<file path="config.mk">
export PLATFORM = sky130hd
export DESIGN_NAME = sap_abs_pos
export DESIGN_NICKNAME = d
export VERILOG_FILES = /design/src/verilog/sap_pkg.sv /design/src/verilog/sap_sync.sv /design/src/verilog/sap_accel.sv /design/src/verilog/sap_abs_pos.sv
export SDC_FILE = /design/constraint.sdc
export NUM_CORES = 1
export LEC_CHECK = 0
export BUFFER_PORTS_ARGS = -buffer_cell sky130_fd_sc_hd__buf_2
export CORE_MARGIN = 2
export CORE_UTILIZATION = 50
export CTS_CLUSTER_DIAMETER = 150
export DETAILED_ROUTE_END_ITERATION = 12
export GPL_TIMING_DRIVEN = 0
export PLACE_DENSITY = 0.76
export SYNTH_ARGS = -nofsm -noshare
export SYNTH_HDL_FRONTEND = slang
export SYNTH_SLANG_ARGS = --single-unit
</file>
<file path="constraint.sdc">
create_clock -name clk -period 4.95 [get_ports clk]
set_clock_uncertainty 0.05 [all_clocks]
set_input_delay 0.2475 -clock clk [delete_from_list [all_inputs] [get_ports clk]]
set_output_delay 0.2475 -clock clk [all_outputs]
set_load 0.05 [all_outputs]
</file>
<file path="src/verilog/sap_pkg.sv">
/*
 * Constants, object dictionary map and types of the safe absolute position block.
 * Assumes a 200 MHz clock and one axis object group on the safety fieldbus.
 */
package sap_pkg;
   // Object dictionary group of this axis
   localparam logic [15:0] OD_INDEX = 16'h3150;
   localparam logic [7:0] SUB_ENC_SRC = 8'h01;
   localparam logic [7:0] SUB_INTERVAL = 8'h03;
   localparam logic [7:0] SUB_ENABLE = 8'h04;
   localparam logic [7:0] SUB_HOME_SRC = 8'h05;
   localparam logic [7:0] SUB_RANGE = 8'h06;
   localparam logic [7:0] SUB_HOME_POS = 8'h07;
   localparam logic [7:0] SUB_VALID = 8'h08;
   // Encoder source: 0 means no encoder
   localparam logic [7:0] ENC_SRC_NONE = 8'h00;
   localparam logic [7:0] ENC_SRC_MAX = 8'h03;
   localparam logic [7:0] ENC_SRC_RST = 8'h00;
   // Homing input selector codes
   localparam logic [7:0] HSRC_NONE = 8'h00;
   localparam logic [7:0] HSRC_IN1 = 8'h01;
   localparam logic [7:0] HSRC_IN2 = 8'h02;
   localparam logic [7:0] HSRC_IN3 = 8'h03;
   localparam logic [7:0] HSRC_IN4 = 8'h04;
   localparam logic [7:0] HSRC_DUAL12 = 8'h05;
   localparam logic [7:0] HSRC_DUAL34 = 8'h06;
   localparam logic [7:0] HSRC_RST = 8'h00;
   // Enable and range settings
   localparam logic ABS_DISABLED = 1'b0;
   localparam logic RANGE_UNSIGNED = 1'b0;
   localparam logic [31:0] HOME_POS_RST = 32'h0000_0000;
   // Acceleration interval in milliseconds
   localparam logic [7:0] INTERVAL_MIN = 8'h01;
   localparam logic [7:0] INTERVAL_MAX = 8'h64;
   localparam logic [7:0] INTERVAL_RST = 8'h01;
   localparam int MS_PERIOD_NS = 1_000_000;
   localparam int CLK_PERIOD_NS = 5;
   localparam int MS_CYCLES = MS_PERIOD_NS / CLK_PERIOD_NS;
   // Encoder word layout and safe input count defaults
   localparam int MT_BITS = 12;
   localparam int ST_BITS = 16;
   localparam int SAFE_INPUTS = 4;
   typedef enum logic [1:0] {
      SAP_IDLE,
      SAP_CHECK,
      SAP_VALID,
      SAP_INVALID
   } sap_state_t;
endpackage : sap_pkg

</file>
<file path="src/verilog/sap_sync.sv">
/*
 * Two flip-flop synchroniser, one per bit.
 * Assumes the inputs are asynchronous pins.
 */
module sap_sync
   import sap_pkg::*;
#(
   parameter int W = SAFE_INPUTS
)
(
   input wire logic clk,
   input wire logic rstn,
   input wire logic [W-1:0] async_in,
   output logic [W-1:0] sync_out
);
   logic [W-1:0] meta_r;
   logic [W-1:0] sync_r;

   for (genvar i = 0; i < W; i++)
   begin : g_bit
      always_ff @(posedge clk)
      begin
         if (!rstn)
         begin
            meta_r[i] <= 1'b0;
            sync_r[i] <= 1'b0;
         end
         else
         begin
            meta_r[i] <= async_in[i];
            sync_r[i] <= meta_r[i];
         end
      end
   end

   assign sync_out = sync_r;
endmodule : sap_sync

</file>
<file path="src/verilog/sap_accel.sv">
/*
 * Acceleration from position, sampled once per configured interval.
 * Assumes pos is the raw encoder position on the same clock, so homing adds no step.
 */
module sap_accel
   import sap_pkg::*;
#(
   parameter int AW = MT_BITS + ST_BITS,
   parameter int MS_CYC = MS_CYCLES
)
(
   input wire logic clk,
   input wire logic rstn,
   input wire logic run,
   input wire logic [7:0] interval,
   input wire logic [AW-1:0] pos,
   output logic [31:0] accel,
   output logic accel_valid
);
   localparam int CW = $clog2(MS_CYC + 1);
   logic [CW-1:0] cyc_r, cyc_nxt;
   logic [7:0] ms_r, ms_nxt;
   logic [AW-1:0] pos_prev_r, pos_prev_nxt;
   logic [AW-1:0] vel_r, vel_nxt;
   logic [1:0] prime_r, prime_nxt;
   logic [31:0] acc_r, acc_nxt;
   logic acc_v_r, acc_v_nxt;
   logic [AW-1:0] acc_w;

   always_comb
   begin
      cyc_nxt = cyc_r;
      ms_nxt = ms_r;
      pos_prev_nxt = pos_prev_r;
      vel_nxt = vel_r;
      prime_nxt = prime_r;
      acc_nxt = acc_r;
      acc_v_nxt = 1'b0;
      acc_w = pos - pos_prev_r - vel_r;
      if (!run)
      begin
         cyc_nxt = '0;
         ms_nxt = 8'h00;
         prime_nxt = 2'h0;
      end
      else if (cyc_r != CW'(MS_CYC - 1))
         cyc_nxt = cyc_r + CW'(1);
      else
      begin
         cyc_nxt = '0;
         if (ms_r + 8'h01 < interval)
            ms_nxt = ms_r + 8'h01;
         else
         begin
            // Interval end: new velocity and its difference
            ms_nxt = 8'h00;
            pos_prev_nxt = pos;
            vel_nxt = pos - pos_prev_r;
            if (prime_r != 2'h2)
               prime_nxt = prime_r + 2'h1;
            if (prime_r == 2'h2)
            begin
               acc_nxt = 32'(signed'(acc_w));
               acc_v_nxt = 1'b1;
            end
         end
      end
   end

   always_ff @(posedge clk)
   begin
      if (!rstn)
      begin
         cyc_r <= '0;
         ms_r <= 8'h00;
         pos_prev_r <= '0;
         vel_r <= '0;
         prime_r <= 2'h0;
         acc_r <= 32'h0000_0000;
         acc_v_r <= 1'b0;
      end
      else
      begin
         cyc_r <= cyc_nxt;
         ms_r <= ms_nxt;
         pos_prev_r <= pos_prev_nxt;
         vel_r <= vel_nxt;
         prime_r <= prime_nxt;
         acc_r <= acc_nxt;
         acc_v_r <= acc_v_nxt;
      end
   end

   a_accel_needs_encoder: assert property (@(posedge clk) disable iff (!rstn)
      !run |=> !acc_v_r) else $error("acceleration produced without encoder");

   assign accel = acc_r;
   assign accel_valid = acc_v_r;
endmodule : sap_accel

</file>
<file path="src/verilog/sap_abs_pos.sv">
/*
 * Safe absolute position check: stored position compare, safe homing,
 * signed or unsigned multi-turn range with rollover, acceleration.
 * Assumes encoder words and the stored position come from logic on clk;
 * safe inputs are asynchronous pins. Settings are reached as object
 * dictionary entries, one request per od_req pulse.
 */
module sap_abs_pos
   import sap_pkg::*;
#(
   parameter int MT_W = MT_BITS,
   parameter int ST_W = ST_BITS,
   parameter int MS_CYC = MS_CYCLES
)
(
   input wire logic clk,
   input wire logic rstn,
   input wire logic od_req,
   input wire logic od_we,
   input wire logic [15:0] od_index,
   input wire logic [7:0] od_subindex,
   input wire logic [31:0] od_wdata,
   output logic [31:0] od_rdata,
   output logic od_ack,
   output logic od_err,
   input wire logic enc_sample,
   input wire logic [MT_W-1:0] enc_mt,
   input wire logic [ST_W-1:0] enc_st,
   input wire logic [SAFE_INPUTS-1:0] safe_in,
   input wire logic [MT_W+ST_W-1:0] nvm_pos,
   output logic nvm_wr,
   output logic [MT_W+ST_W-1:0] nvm_wdata,
   output logic [31:0] abs_pos,
   output logic abs_pos_valid,
   output logic [31:0] accel,
   output logic accel_valid
);
   localparam int AW = MT_W + ST_W;

   sap_state_t state_r, state_nxt;
   logic [7:0] enc_src_r, enc_src_nxt;
   logic [7:0] interval_r, interval_nxt;
   logic enable_r, enable_nxt;
   logic range_r, range_nxt;
   logic [7:0] home_sel_r, home_sel_nxt;
   logic [31:0] home_pos_r, home_pos_nxt;
   logic [AW-1:0] offset_r, offset_nxt;
   logic [AW-1:0] raw_r, raw_nxt;
   logic [AW-1:0] cur_r, cur_nxt;
   logic home_prev_r, home_prev_nxt;
   logic [31:0] od_rdata_r, od_rdata_nxt;
   logic od_ack_r, od_ack_nxt;
   logic od_err_r, od_err_nxt;
   logic nvm_wr_r, nvm_wr_nxt;
   logic [AW-1:0] nvm_wdata_r, nvm_wdata_nxt;
   logic [31:0] abs_pos_r, abs_pos_nxt;
   logic valid_r, valid_nxt;

   logic [SAFE_INPUTS-1:0] sin;
   logic cfg_ok;
   logic signed_eff;
   logic [AW-1:0] raw_now;
   logic [AW-1:0] pos_sum;
   logic [AW-1:0] home_val;
   logic home_lvl;
   logic home_evt;
   logic od_hit;

   sap_sync #(.W(SAFE_INPUTS)) u_sync (
      .clk(clk),
      .rstn(rstn),
      .async_in(safe_in),
      .sync_out(sin)
   );

   sap_accel #(.AW(AW), .MS_CYC(MS_CYC)) u_accel (
      .clk(clk),
      .rstn(rstn),
      .run(enc_src_r != ENC_SRC_NONE),
      .interval(interval_r),
      .pos(cur_r),
      .accel(accel),
      .accel_valid(accel_valid)
   );

   // Sign- or zero-extend a wrapped position word to 32 bits
   function automatic logic [31:0] present(input logic [AW-1:0] v, input logic sgn);
      present = sgn ? 32'(signed'(v)) : 32'(v);
   endfunction : present

   always_comb
   begin
      cfg_ok = enable_r && (enc_src_r != ENC_SRC_NONE);
      signed_eff = cfg_ok && range_r;
      raw_now = enc_sample ? {enc_mt, enc_st} : raw_r;
      pos_sum = raw_now + offset_r;
      home_val = home_pos_r[AW-1:0];
      case (home_sel_r)
         HSRC_IN1: home_lvl = sin[0];
         HSRC_IN2: home_lvl = sin[1];
         HSRC_IN3: home_lvl = sin[2];
         HSRC_IN4: home_lvl = sin[3];
         HSRC_DUAL12: home_lvl = sin[0] && sin[1];
         HSRC_DUAL34: home_lvl = sin[2] && sin[3];
         default: home_lvl = 1'b0;
      endcase
      home_evt = cfg_ok && (state_r != SAP_IDLE) && home_lvl && !home_prev_r;
   end

   // Object dictionary access
   always_comb
   begin
      enc_src_nxt = enc_src_r;
      interval_nxt = interval_r;
      enable_nxt = enable_r;
      range_nxt = range_r;
      home_sel_nxt = home_sel_r;
      home_pos_nxt = home_pos_r;
      od_ack_nxt = od_req;
      od_err_nxt = 1'b0;
      od_rdata_nxt = 32'h0000_0000;
      od_hit = od_req && (od_index == OD_INDEX);
      if (od_req && !od_hit)
         od_err_nxt = 1'b1;
      else if (od_hit)
      begin
         case (od_subindex)
            SUB_ENC_SRC:
            begin
               od_rdata_nxt = 32'(enc_src_r);
               if (od_we && od_wdata <= 32'(ENC_SRC_MAX))
                  enc_src_nxt = od_wdata[7:0];
               else if (od_we)
                  od_err_nxt = 1'b1;
            end
            SUB_INTERVAL:
            begin
               od_rdata_nxt = 32'(interval_r);
               if (od_we && od_wdata >= 32'(INTERVAL_MIN) && od_wdata <= 32'(INTERVAL_MAX))
                  interval_nxt = od_wdata[7:0];
               else if (od_we)
                  od_err_nxt = 1'b1;
            end
            SUB_ENABLE:
            begin
               od_rdata_nxt = 32'(enable_r);
               if (od_we && od_wdata[31:1] == 31'h0000_0000)
                  enable_nxt = od_wdata[0];
               else if (od_we)
                  od_err_nxt = 1'b1;
            end
            SUB_HOME_SRC:
            begin
               od_rdata_nxt = 32'(home_sel_r);
               if (od_we && cfg_ok && od_wdata <= 32'(HSRC_DUAL34))
                  home_sel_nxt = od_wdata[7:0];
               else if (od_we)
                  od_err_nxt = 1'b1;
            end
            SUB_RANGE:
            begin
               od_rdata_nxt = 32'(range_r);
               if (od_we && od_wdata[31:1] == 31'h0000_0000)
                  range_nxt = od_wdata[0];
               else if (od_we)
                  od_err_nxt = 1'b1;
            end
            SUB_HOME_POS:
            begin
               od_rdata_nxt = home_pos_r;
               if (od_we)
                  home_pos_nxt = od_wdata;
            end
            SUB_VALID:
            begin
               od_rdata_nxt = 32'(valid_r);
               od_err_nxt = od_we;
            end
            default: od_err_nxt = 1'b1;
         endcase
      end
   end

   // Validity, homing and presented position
   always_comb
   begin
      state_nxt = state_r;
      offset_nxt = offset_r;
      raw_nxt = raw_now;
      cur_nxt = enc_sample ? {enc_mt, enc_st} : cur_r;
      home_prev_nxt = home_lvl;
      nvm_wr_nxt = 1'b0;
      nvm_wdata_nxt = nvm_wdata_r;
      abs_pos_nxt = abs_pos_r;
      if (enc_sample)
         abs_pos_nxt = present(pos_sum, signed_eff);
      case (state_r)
         SAP_IDLE:
            if (cfg_ok)
               state_nxt = SAP_CHECK;
         SAP_CHECK:
            if (!cfg_ok)
               state_nxt = SAP_IDLE;
            else if (enc_sample && pos_sum == nvm_pos)
               state_nxt = SAP_VALID;
            else if (enc_sample)
               state_nxt = SAP_INVALID;
         SAP_VALID:
            if (!cfg_ok)
               state_nxt = SAP_IDLE;
            else if (enc_sample)
            begin
               nvm_wr_nxt = 1'b1;
               nvm_wdata_nxt = pos_sum;
            end
         SAP_INVALID:
            if (!cfg_ok)
               state_nxt = SAP_IDLE;
         default: state_nxt = SAP_IDLE;
      endcase
      // Homing overrides a mismatch in the same cycle
      if (home_evt)
      begin
         offset_nxt = home_val - raw_now;
         state_nxt = SAP_VALID;
         nvm_wr_nxt = 1'b1;
         nvm_wdata_nxt = home_val;
         abs_pos_nxt = present(home_val, signed_eff);
      end
      valid_nxt = (state_nxt == SAP_VALID);
   end

   always_ff @(posedge clk)
   begin
      if (!rstn)
      begin
         state_r <= SAP_IDLE;
         enc_src_r <= ENC_SRC_RST;
         interval_r <= INTERVAL_RST;
         enable_r <= ABS_DISABLED;
         range_r <= RANGE_UNSIGNED;
         home_sel_r <= HSRC_RST;
         home_pos_r <= HOME_POS_RST;
         offset_r <= '0;
         raw_r <= '0;
         cur_r <= '0;
         home_prev_r <= 1'b0;
         od_rdata_r <= 32'h0000_0000;
         od_ack_r <= 1'b0;
         od_err_r <= 1'b0;
         nvm_wr_r <= 1'b0;
         nvm_wdata_r <= '0;
         abs_pos_r <= 32'h0000_0000;
         valid_r <= 1'b0;
      end
      else
      begin
         state_r <= state_nxt;
         enc_src_r <= enc_src_nxt;
         interval_r <= interval_nxt;
         enable_r <= enable_nxt;
         range_r <= range_nxt;
         home_sel_r <= home_sel_nxt;
         home_pos_r <= home_pos_nxt;
         offset_r <= offset_nxt;
         raw_r <= raw_nxt;
         cur_r <= cur_nxt;
         home_prev_r <= home_prev_nxt;
         od_rdata_r <= od_rdata_nxt;
         od_ack_r <= od_ack_nxt;
         od_err_r <= od_err_nxt;
         nvm_wr_r <= nvm_wr_nxt;
         nvm_wdata_r <= nvm_wdata_nxt;
         abs_pos_r <= abs_pos_nxt;
         valid_r <= valid_nxt;
      end
   end

   a_match_valid: assert property (@(posedge clk) disable iff (!rstn)
      state_r == SAP_CHECK && cfg_ok && enc_sample && pos_sum == nvm_pos |=> valid_r)
      else $error("matching position not marked valid");
   a_mismatch_invalid: assert property (@(posedge clk) disable iff (!rstn)
      state_r == SAP_CHECK && enc_sample && pos_sum != nvm_pos && !home_evt |=> !valid_r)
      else $error("mismatching position marked valid");
   a_invalid_holds: assert property (@(posedge clk) disable iff (!rstn)
      state_r == SAP_INVALID && !home_evt |=> !valid_r)
      else $error("valid returned without homing");
   a_disable_clears: assert property (@(posedge clk) disable iff (!rstn)
      !enable_r |=> !valid_r && state_r == SAP_IDLE)
      else $error("valid while support disabled");
   a_signed_range: assert property (@(posedge clk) disable iff (!rstn)
      enc_sample && !home_evt |=> abs_pos_r == present($past(pos_sum), $past(signed_eff)))
      else $error("presented position wrong");
   a_sel_encoding: assert property (@(posedge clk) disable iff (!rstn)
      home_sel_r <= HSRC_DUAL34) else $error("homing selector out of range");
   a_sel_refused: assert property (@(posedge clk) disable iff (!rstn)
      od_hit && od_we && od_subindex == SUB_HOME_SRC && !cfg_ok
      |=> od_ack_r && od_err_r && $stable(home_sel_r))
      else $error("homing selector write not refused");
   a_home_store: assert property (@(posedge clk) disable iff (!rstn)
      home_evt |=> nvm_wr_r && nvm_wdata_r == $past(home_val) && valid_r)
      else $error("homing not stored or not valid");
   a_interval_range: assert property (@(posedge clk) disable iff (!rstn)
      interval_r >= INTERVAL_MIN && interval_r <= INTERVAL_MAX)
      else $error("interval outside limits");

   assign od_rdata = od_rdata_r;
   assign od_ack = od_ack_r;
   assign od_err = od_err_r;
   assign nvm_wr = nvm_wr_r;
   assign nvm_wdata = nvm_wdata_r;
   assign abs_pos = abs_pos_r;
   assign abs_pos_valid = valid_r;
endmodule : sap_abs_pos

</file>
* After elaboration in Yosys (flattened, before gate mapping)
Cells that the tools add are included.
** Word-level totals
- Register bits after elaboration :: 362
- Input bits :: 121
- Output and inout bits :: 129
** Cells by class
- Add/subtract/negate cells :: 7
- Magnitude comparators :: 5
- Eq/ne operators :: 22
- Multiplexer cells :: 32
- Bitwise gates (word level) :: 6
- Reduce and logical (&&, ||, !) cells :: 41
** Operators with widths (count)
- one-hot mux 32 bit (7 select lines) :: 1
- two-way mux 28 bit :: 5
- two-way mux 32 bit :: 4
- subtractor 28 bit :: 3
- == test 8 x 3 -> 1 bit (second input constant) :: 7
- greater-or-equal comparator 32 x 1 -> 1 bit (second input constant) :: 1
- less-or-equal comparator 32 x 2 -> 1 bit (second input constant) :: 1
- less-or-equal comparator 32 x 3 -> 1 bit (second input constant) :: 1
- less-or-equal comparator 32 x 7 -> 1 bit (second input constant) :: 1
- logical NOT 31 bit :: 1
- adder 28 bit :: 1
- == test 28 bit :: 1
- AND reduction 4 bit :: 7
- == test 8 x 2 -> 1 bit (second input constant) :: 3
- adder 18 x 1 -> 18 bit (second input constant) :: 1
- != test 18 bit (second input constant) :: 1
- == test 16 x 14 -> 1 bit (second input constant) :: 1
- == test 8 x 1 -> 1 bit (second input constant) :: 2
- logical AND 1 bit :: 16
- two-way mux 1 bit :: 12
- two-way mux 2 bit :: 6
- one-hot mux 1 bit (6 select lines) :: 2
- AND reduction 3 bit :: 4
- adder 8 x 1 -> 8 bit (second input constant) :: 1
- other kinds (17) :: 30

* Longest topological paths before layout
- Depth after elaboration :: 9
- Mapped depth :: 24
- Mapped depth without buffers :: 24

* Modules after synthesis
From an unflattened synthesis, not the netlist that was laid out.
** Unflattened totals
- Cell total of the unflattened synthesis :: 2551
- Area, all modules :: 20528.4 µm²
** Modules (own cells, without submodules)
- sap_abs_pos :: instances 1, cells an instance 1577, area each 12995.0 µm², seq. area each 4764.6 µm²
- sap_accel :: instances 1, cells an instance 958, area each 7323.3 µm², seq. area each 2262.2 µm²
- sap_sync :: instances 1, cells an instance 16, area each 210.2 µm², seq. area each 160.2 µm²

* Worst setup path after synthesis
No wires, ideal clock.
- Kind :: reg-to-reg
- From :: reg cur_r[0]
- To :: reg, netlist name u_accel.accel[27]
- Data arrival time :: 4.437 ns
- Data required time :: 4.781 ns
- Path slack :: 0.344 ns
- Stages on the path, launching flop included :: 24
- Period minus slack after synthesis :: 4.606 ns
- Path through :: dfxtp_1 inv_1 ha_1 inv_1 fa_1 a21o_1 a21oi_1 nand2b_1 a21oi_1 o21ai_0 nor2b_1 xnor2_1 ha_1 and3_1 a221oi_1 nand2_1 o21a_1 a311oi_2 o31ai_1 a311o_1 a21oi_1 xnor2_1 xnor2_1 o21ai_1
** Between the ends
- Longest elaborated chain between the ends :: 2
** Ends and longest elaborated chain
- from (decl) :: line sap_abs_pos.sv:49 : logic [AW-1:0] cur_r, cur_nxt;
- from (signal assigned) :: line sap_abs_pos.sv:267 : cur_r <= cur_nxt;
- subtractor 28 bit (2 in a row) :: line sap_accel.sv:39 : acc_w = pos - pos_prev_r - vel_r;
Every way passes these cells.
A chain may end at the register's enable or synchronous reset.

* Worst setup path after layout
- From :: reg cur_r[0]
- To :: reg, netlist name u_accel.accel[27]
** Between the ends
- Longest elaborated chain between the ends :: 2
** Ends and longest elaborated chain (line)
- subtractor 28 bit (2 in a row) :: sap_accel.sv:39
Every way passes these cells.

==> reports/qor.csv <==
metric,value,unit
largest area contributor in the netlist,dfxtp_1,
Worst Hold End,state_r[0],
fin. max-slew vios,0,
asr flop ratio synth,0,%
Ys Warns,0,
Main synth FF type,dfxtp_1,
die area,0.0403,sq mm
CTS tree,done,
Rows,72,
endpoints failing hold,0,
post-DR wirelength/cell,19.4,microns
routed via count,18800,
grt total ovfl,0,
GRT Overall Usage,30.9,%
run status,"complete, no violations",
Area contributors post-synth,"dfxtp_1 (37%), ha_1 (7.6%), nand2_1 (6.8%), a21oi_1 (6.0%), nor2_1 (4.9%)",
register area share after synthesis,37.1,%
Port Buffers,246,
most instantiated cells after synthesis,"dfxtp_1 (359), nand2_1 (353), nor2_1 (254)",
R2R depth,23,
H-tree Lvls,2,
setup violators final,0,
DR iter-0 viols,1635,
Layout Nets,2997,
pin count of the biggest net entering global routing,15,
Worst slew margin,21.9,%
initial core utilization,50.4,%
PwrDens,325,mW/mm^2
r2r setup slk,0.10,ns
WHS,0.0270,ns
fin crit period,4.85,ns
WHS Path Cells,4,
die height,201,microns
Hold Path Class,input pin to flip-flop,
unrepaired setup endpoints after global routing,yes,
total core area,0.0385,sq mm
DRC,0,
Synth Cell Area,0.0194,sq mm
max_cap viols,0,
Max Clk Rate,206,MHz
I/O pin total,250,
vias in the first global route,18100,
worst skew pair latency,0.57,ns
post-synth top area share,37.1,%
clock root cell,clkbuf_16,
cell with the most instances after synthesis,dfxtp_1,
number of synthesized flops with an enable pin,0,
DR pass1 iterations,6,
leak pwr,9.98,nW
Reg-to-Reg End,u_accel.accel[27],
Critical Path RT,5.36,ns
Syn Nets,2637,
Routed Antenna Nets,0,
P&R area growth vs syn,21.7,%
gpl congestion,0.966,
initial antenna violation count,1,
dpl hpwl,48200,microns
Peak supply drop,0.205,mV
post-synthesis register bit count,359,
worst-case clock buffer depth,3,
Slew @ Worst Pin,1.16,ns
synthesized instance count,2394,
type of origin of the critical path,flip-flop,
total power draw,0.00766,W
"Distinct cells, synth",76,
Clock transition at path regs,0.06,ns
DIE WIDTH,201,microns
Crit Path Class,flip-flop to flip-flop,
CTS Buf Count,40,
"wirelength, routed",64000,microns
via-per-instance ratio,5.69,
first-pass GRT wire length,98800,microns
CP Capture Type,flip-flop,
worst-path fanout max,3,
share of layout cells above drive strength 1,14.3,%
syn avg cell area,8.09,sq um
Final Cycle Share,98.0,%
Worst Path Arrival,5.26,ns
CTS Sinks,359,
fill count,3284,
HP Start,nvm_pos[27],
RR Startpoint,cur_r[0],
[worst max-delay path by stage]
stage / cells after the start / from / end
3_5_place_dp: 17 / enc_sample / state_r[0]
6_report: 23 / cur_r[0] / u_accel.accel[27]
3_3_place_gp: 17 / enc_sample / state_r[0]
5_1_grt: 23 / cur_r[0] / u_accel.accel[27]
2_1_floorplan: 23 / cur_r[0] / u_accel.accel[27]
4_1_cts: 17 / enc_sample / state_r[0]
[final cells by class]
class	count	area [sq um]	share of cell area, %
Inverter	123	462	1.96
Buffer	116	484	2.05
Timing Repair Buffer	318	1930	8.20
Antenna cell	1	2.50	0.0106
Multi-Input combinational cell	1796	11400	48.5
Clock buffer	48	1090	4.63
Tap cell	518	648	2.75
Sequential cell	359	7190	30.5
Clock inverter	24	329	1.40
[cells in the final DEF, fill, tap and decap left out, drive strengths merged, types with 48 or more instances in the layout]
cell | synthesis | final
dlygate4sd3 | 0 | 65
o21ai | 81 | 81
ha | 118 | 118
mux2i | 91 | 91
buf | 26 | 277
and2 | 49 | 49
clkbuf | 90 | 140
nand2 | 353 | 353
dfxtp | 359 | 359
xor2 | 48 | 48
inv | 122 | 124
nor2 | 254 | 254
a21oi | 235 | 235
xnor2 | 91 | 91
[metrics by stage]
stage	utilization (%)	std cells	setup slack [ns]	setup TNS, ns	area (sq um)
after detailed placement	55.2	3158	-2.07	-29.42	21300
final	61.3	3303	0.101	0	23600
after floorplan	-	2394	0.344	0	19400
after global placement	55.2	3158	-2.11	-27.07	21300
after CTS	60.9	3297	0.0173	0	23400
after global routing	61.3	3303	-0.0521	-0.0522	23600
[metal layers]
layer | share of wire [%] | vias to the layer above | routed length, microns | track usage [%]
met1 | 42 | 8855 | 27000 | 39.6
met3 | 7.5 | 146 | 4810 | 4.37
met2 | 46 | 803 | 29500 | 51.7
li1 | - | 8993 | - | -
met5 | 0 | - | 0 | 0
met4 | 4.2 | 0 | 2720 | 13.6
[cells by family (layout without fill, tap and decap cells)]
group,count (synthesis),count (layout),share of synthesized area (%)
other cells,0,1,0
buf+inv,239,629,4.82
xor+xnor,139,139,6.28
compound gates,546,546,17.8
fa+ha+maj,122,122,8.03
simple gates,887,887,20.7
flops,359,359,37.1
mux,102,102,5.34
[state kept, by name, summed over array words and instances (netlist names), 18 cells and up]
register            cells
nvm_wdata              28
u_accel.cyc_r          18
u_accel.pos_prev_r     28
cur_r                  28
raw_r                  28
abs_pos                29
offset_r               28
od_rdata               32
u_accel.vel_r          28
u_accel.accel          28
home_pos_r             32
[report_power, final]
part           switching (W)  internal, W  total, W
Combinational       0.000857     0.000599   0.00146
Clock                0.00129      0.00195   0.00324
Sequential         0.0000291      0.00294   0.00296
Total                0.00218      0.00548   0.00766
[what timing repair did]
action | in CTS | in global routing
buffers inserted | 2 | 5
resized for setup | 21 | 28
gates cloned | 0 | 0
setup endpoints to repair | 32 | 9
pin swaps | 3 | 18
endpoints found under the hold margin | 76 | 0
hold buffers | 65 | 0
[critical path: stages, from the launching register on]
cell and delay, ns:
dfxtp_2 0.33, inv_2 0.07, ha_4 0.15, inv_2 0.04
fa_2 0.35, a21o_1 0.20, a21oi_2 0.17, nand2b_4 0.16
a21oi_2 0.07, o21ai_2 0.17, nor2b_4 0.18, xnor2_2 0.15
ha_1 0.31, a21o_1 0.23, a221oi_4 0.33, nand2_1 0.11
o21a_1 0.26, a311oi_4 0.38, o31ai_4 0.12, a311o_1 0.38
a21oi_2 0.14, xnor2_1 0.09, xnor2_1 0.22, o21ai_1 0.09
(Power assumes the default switching activity.)
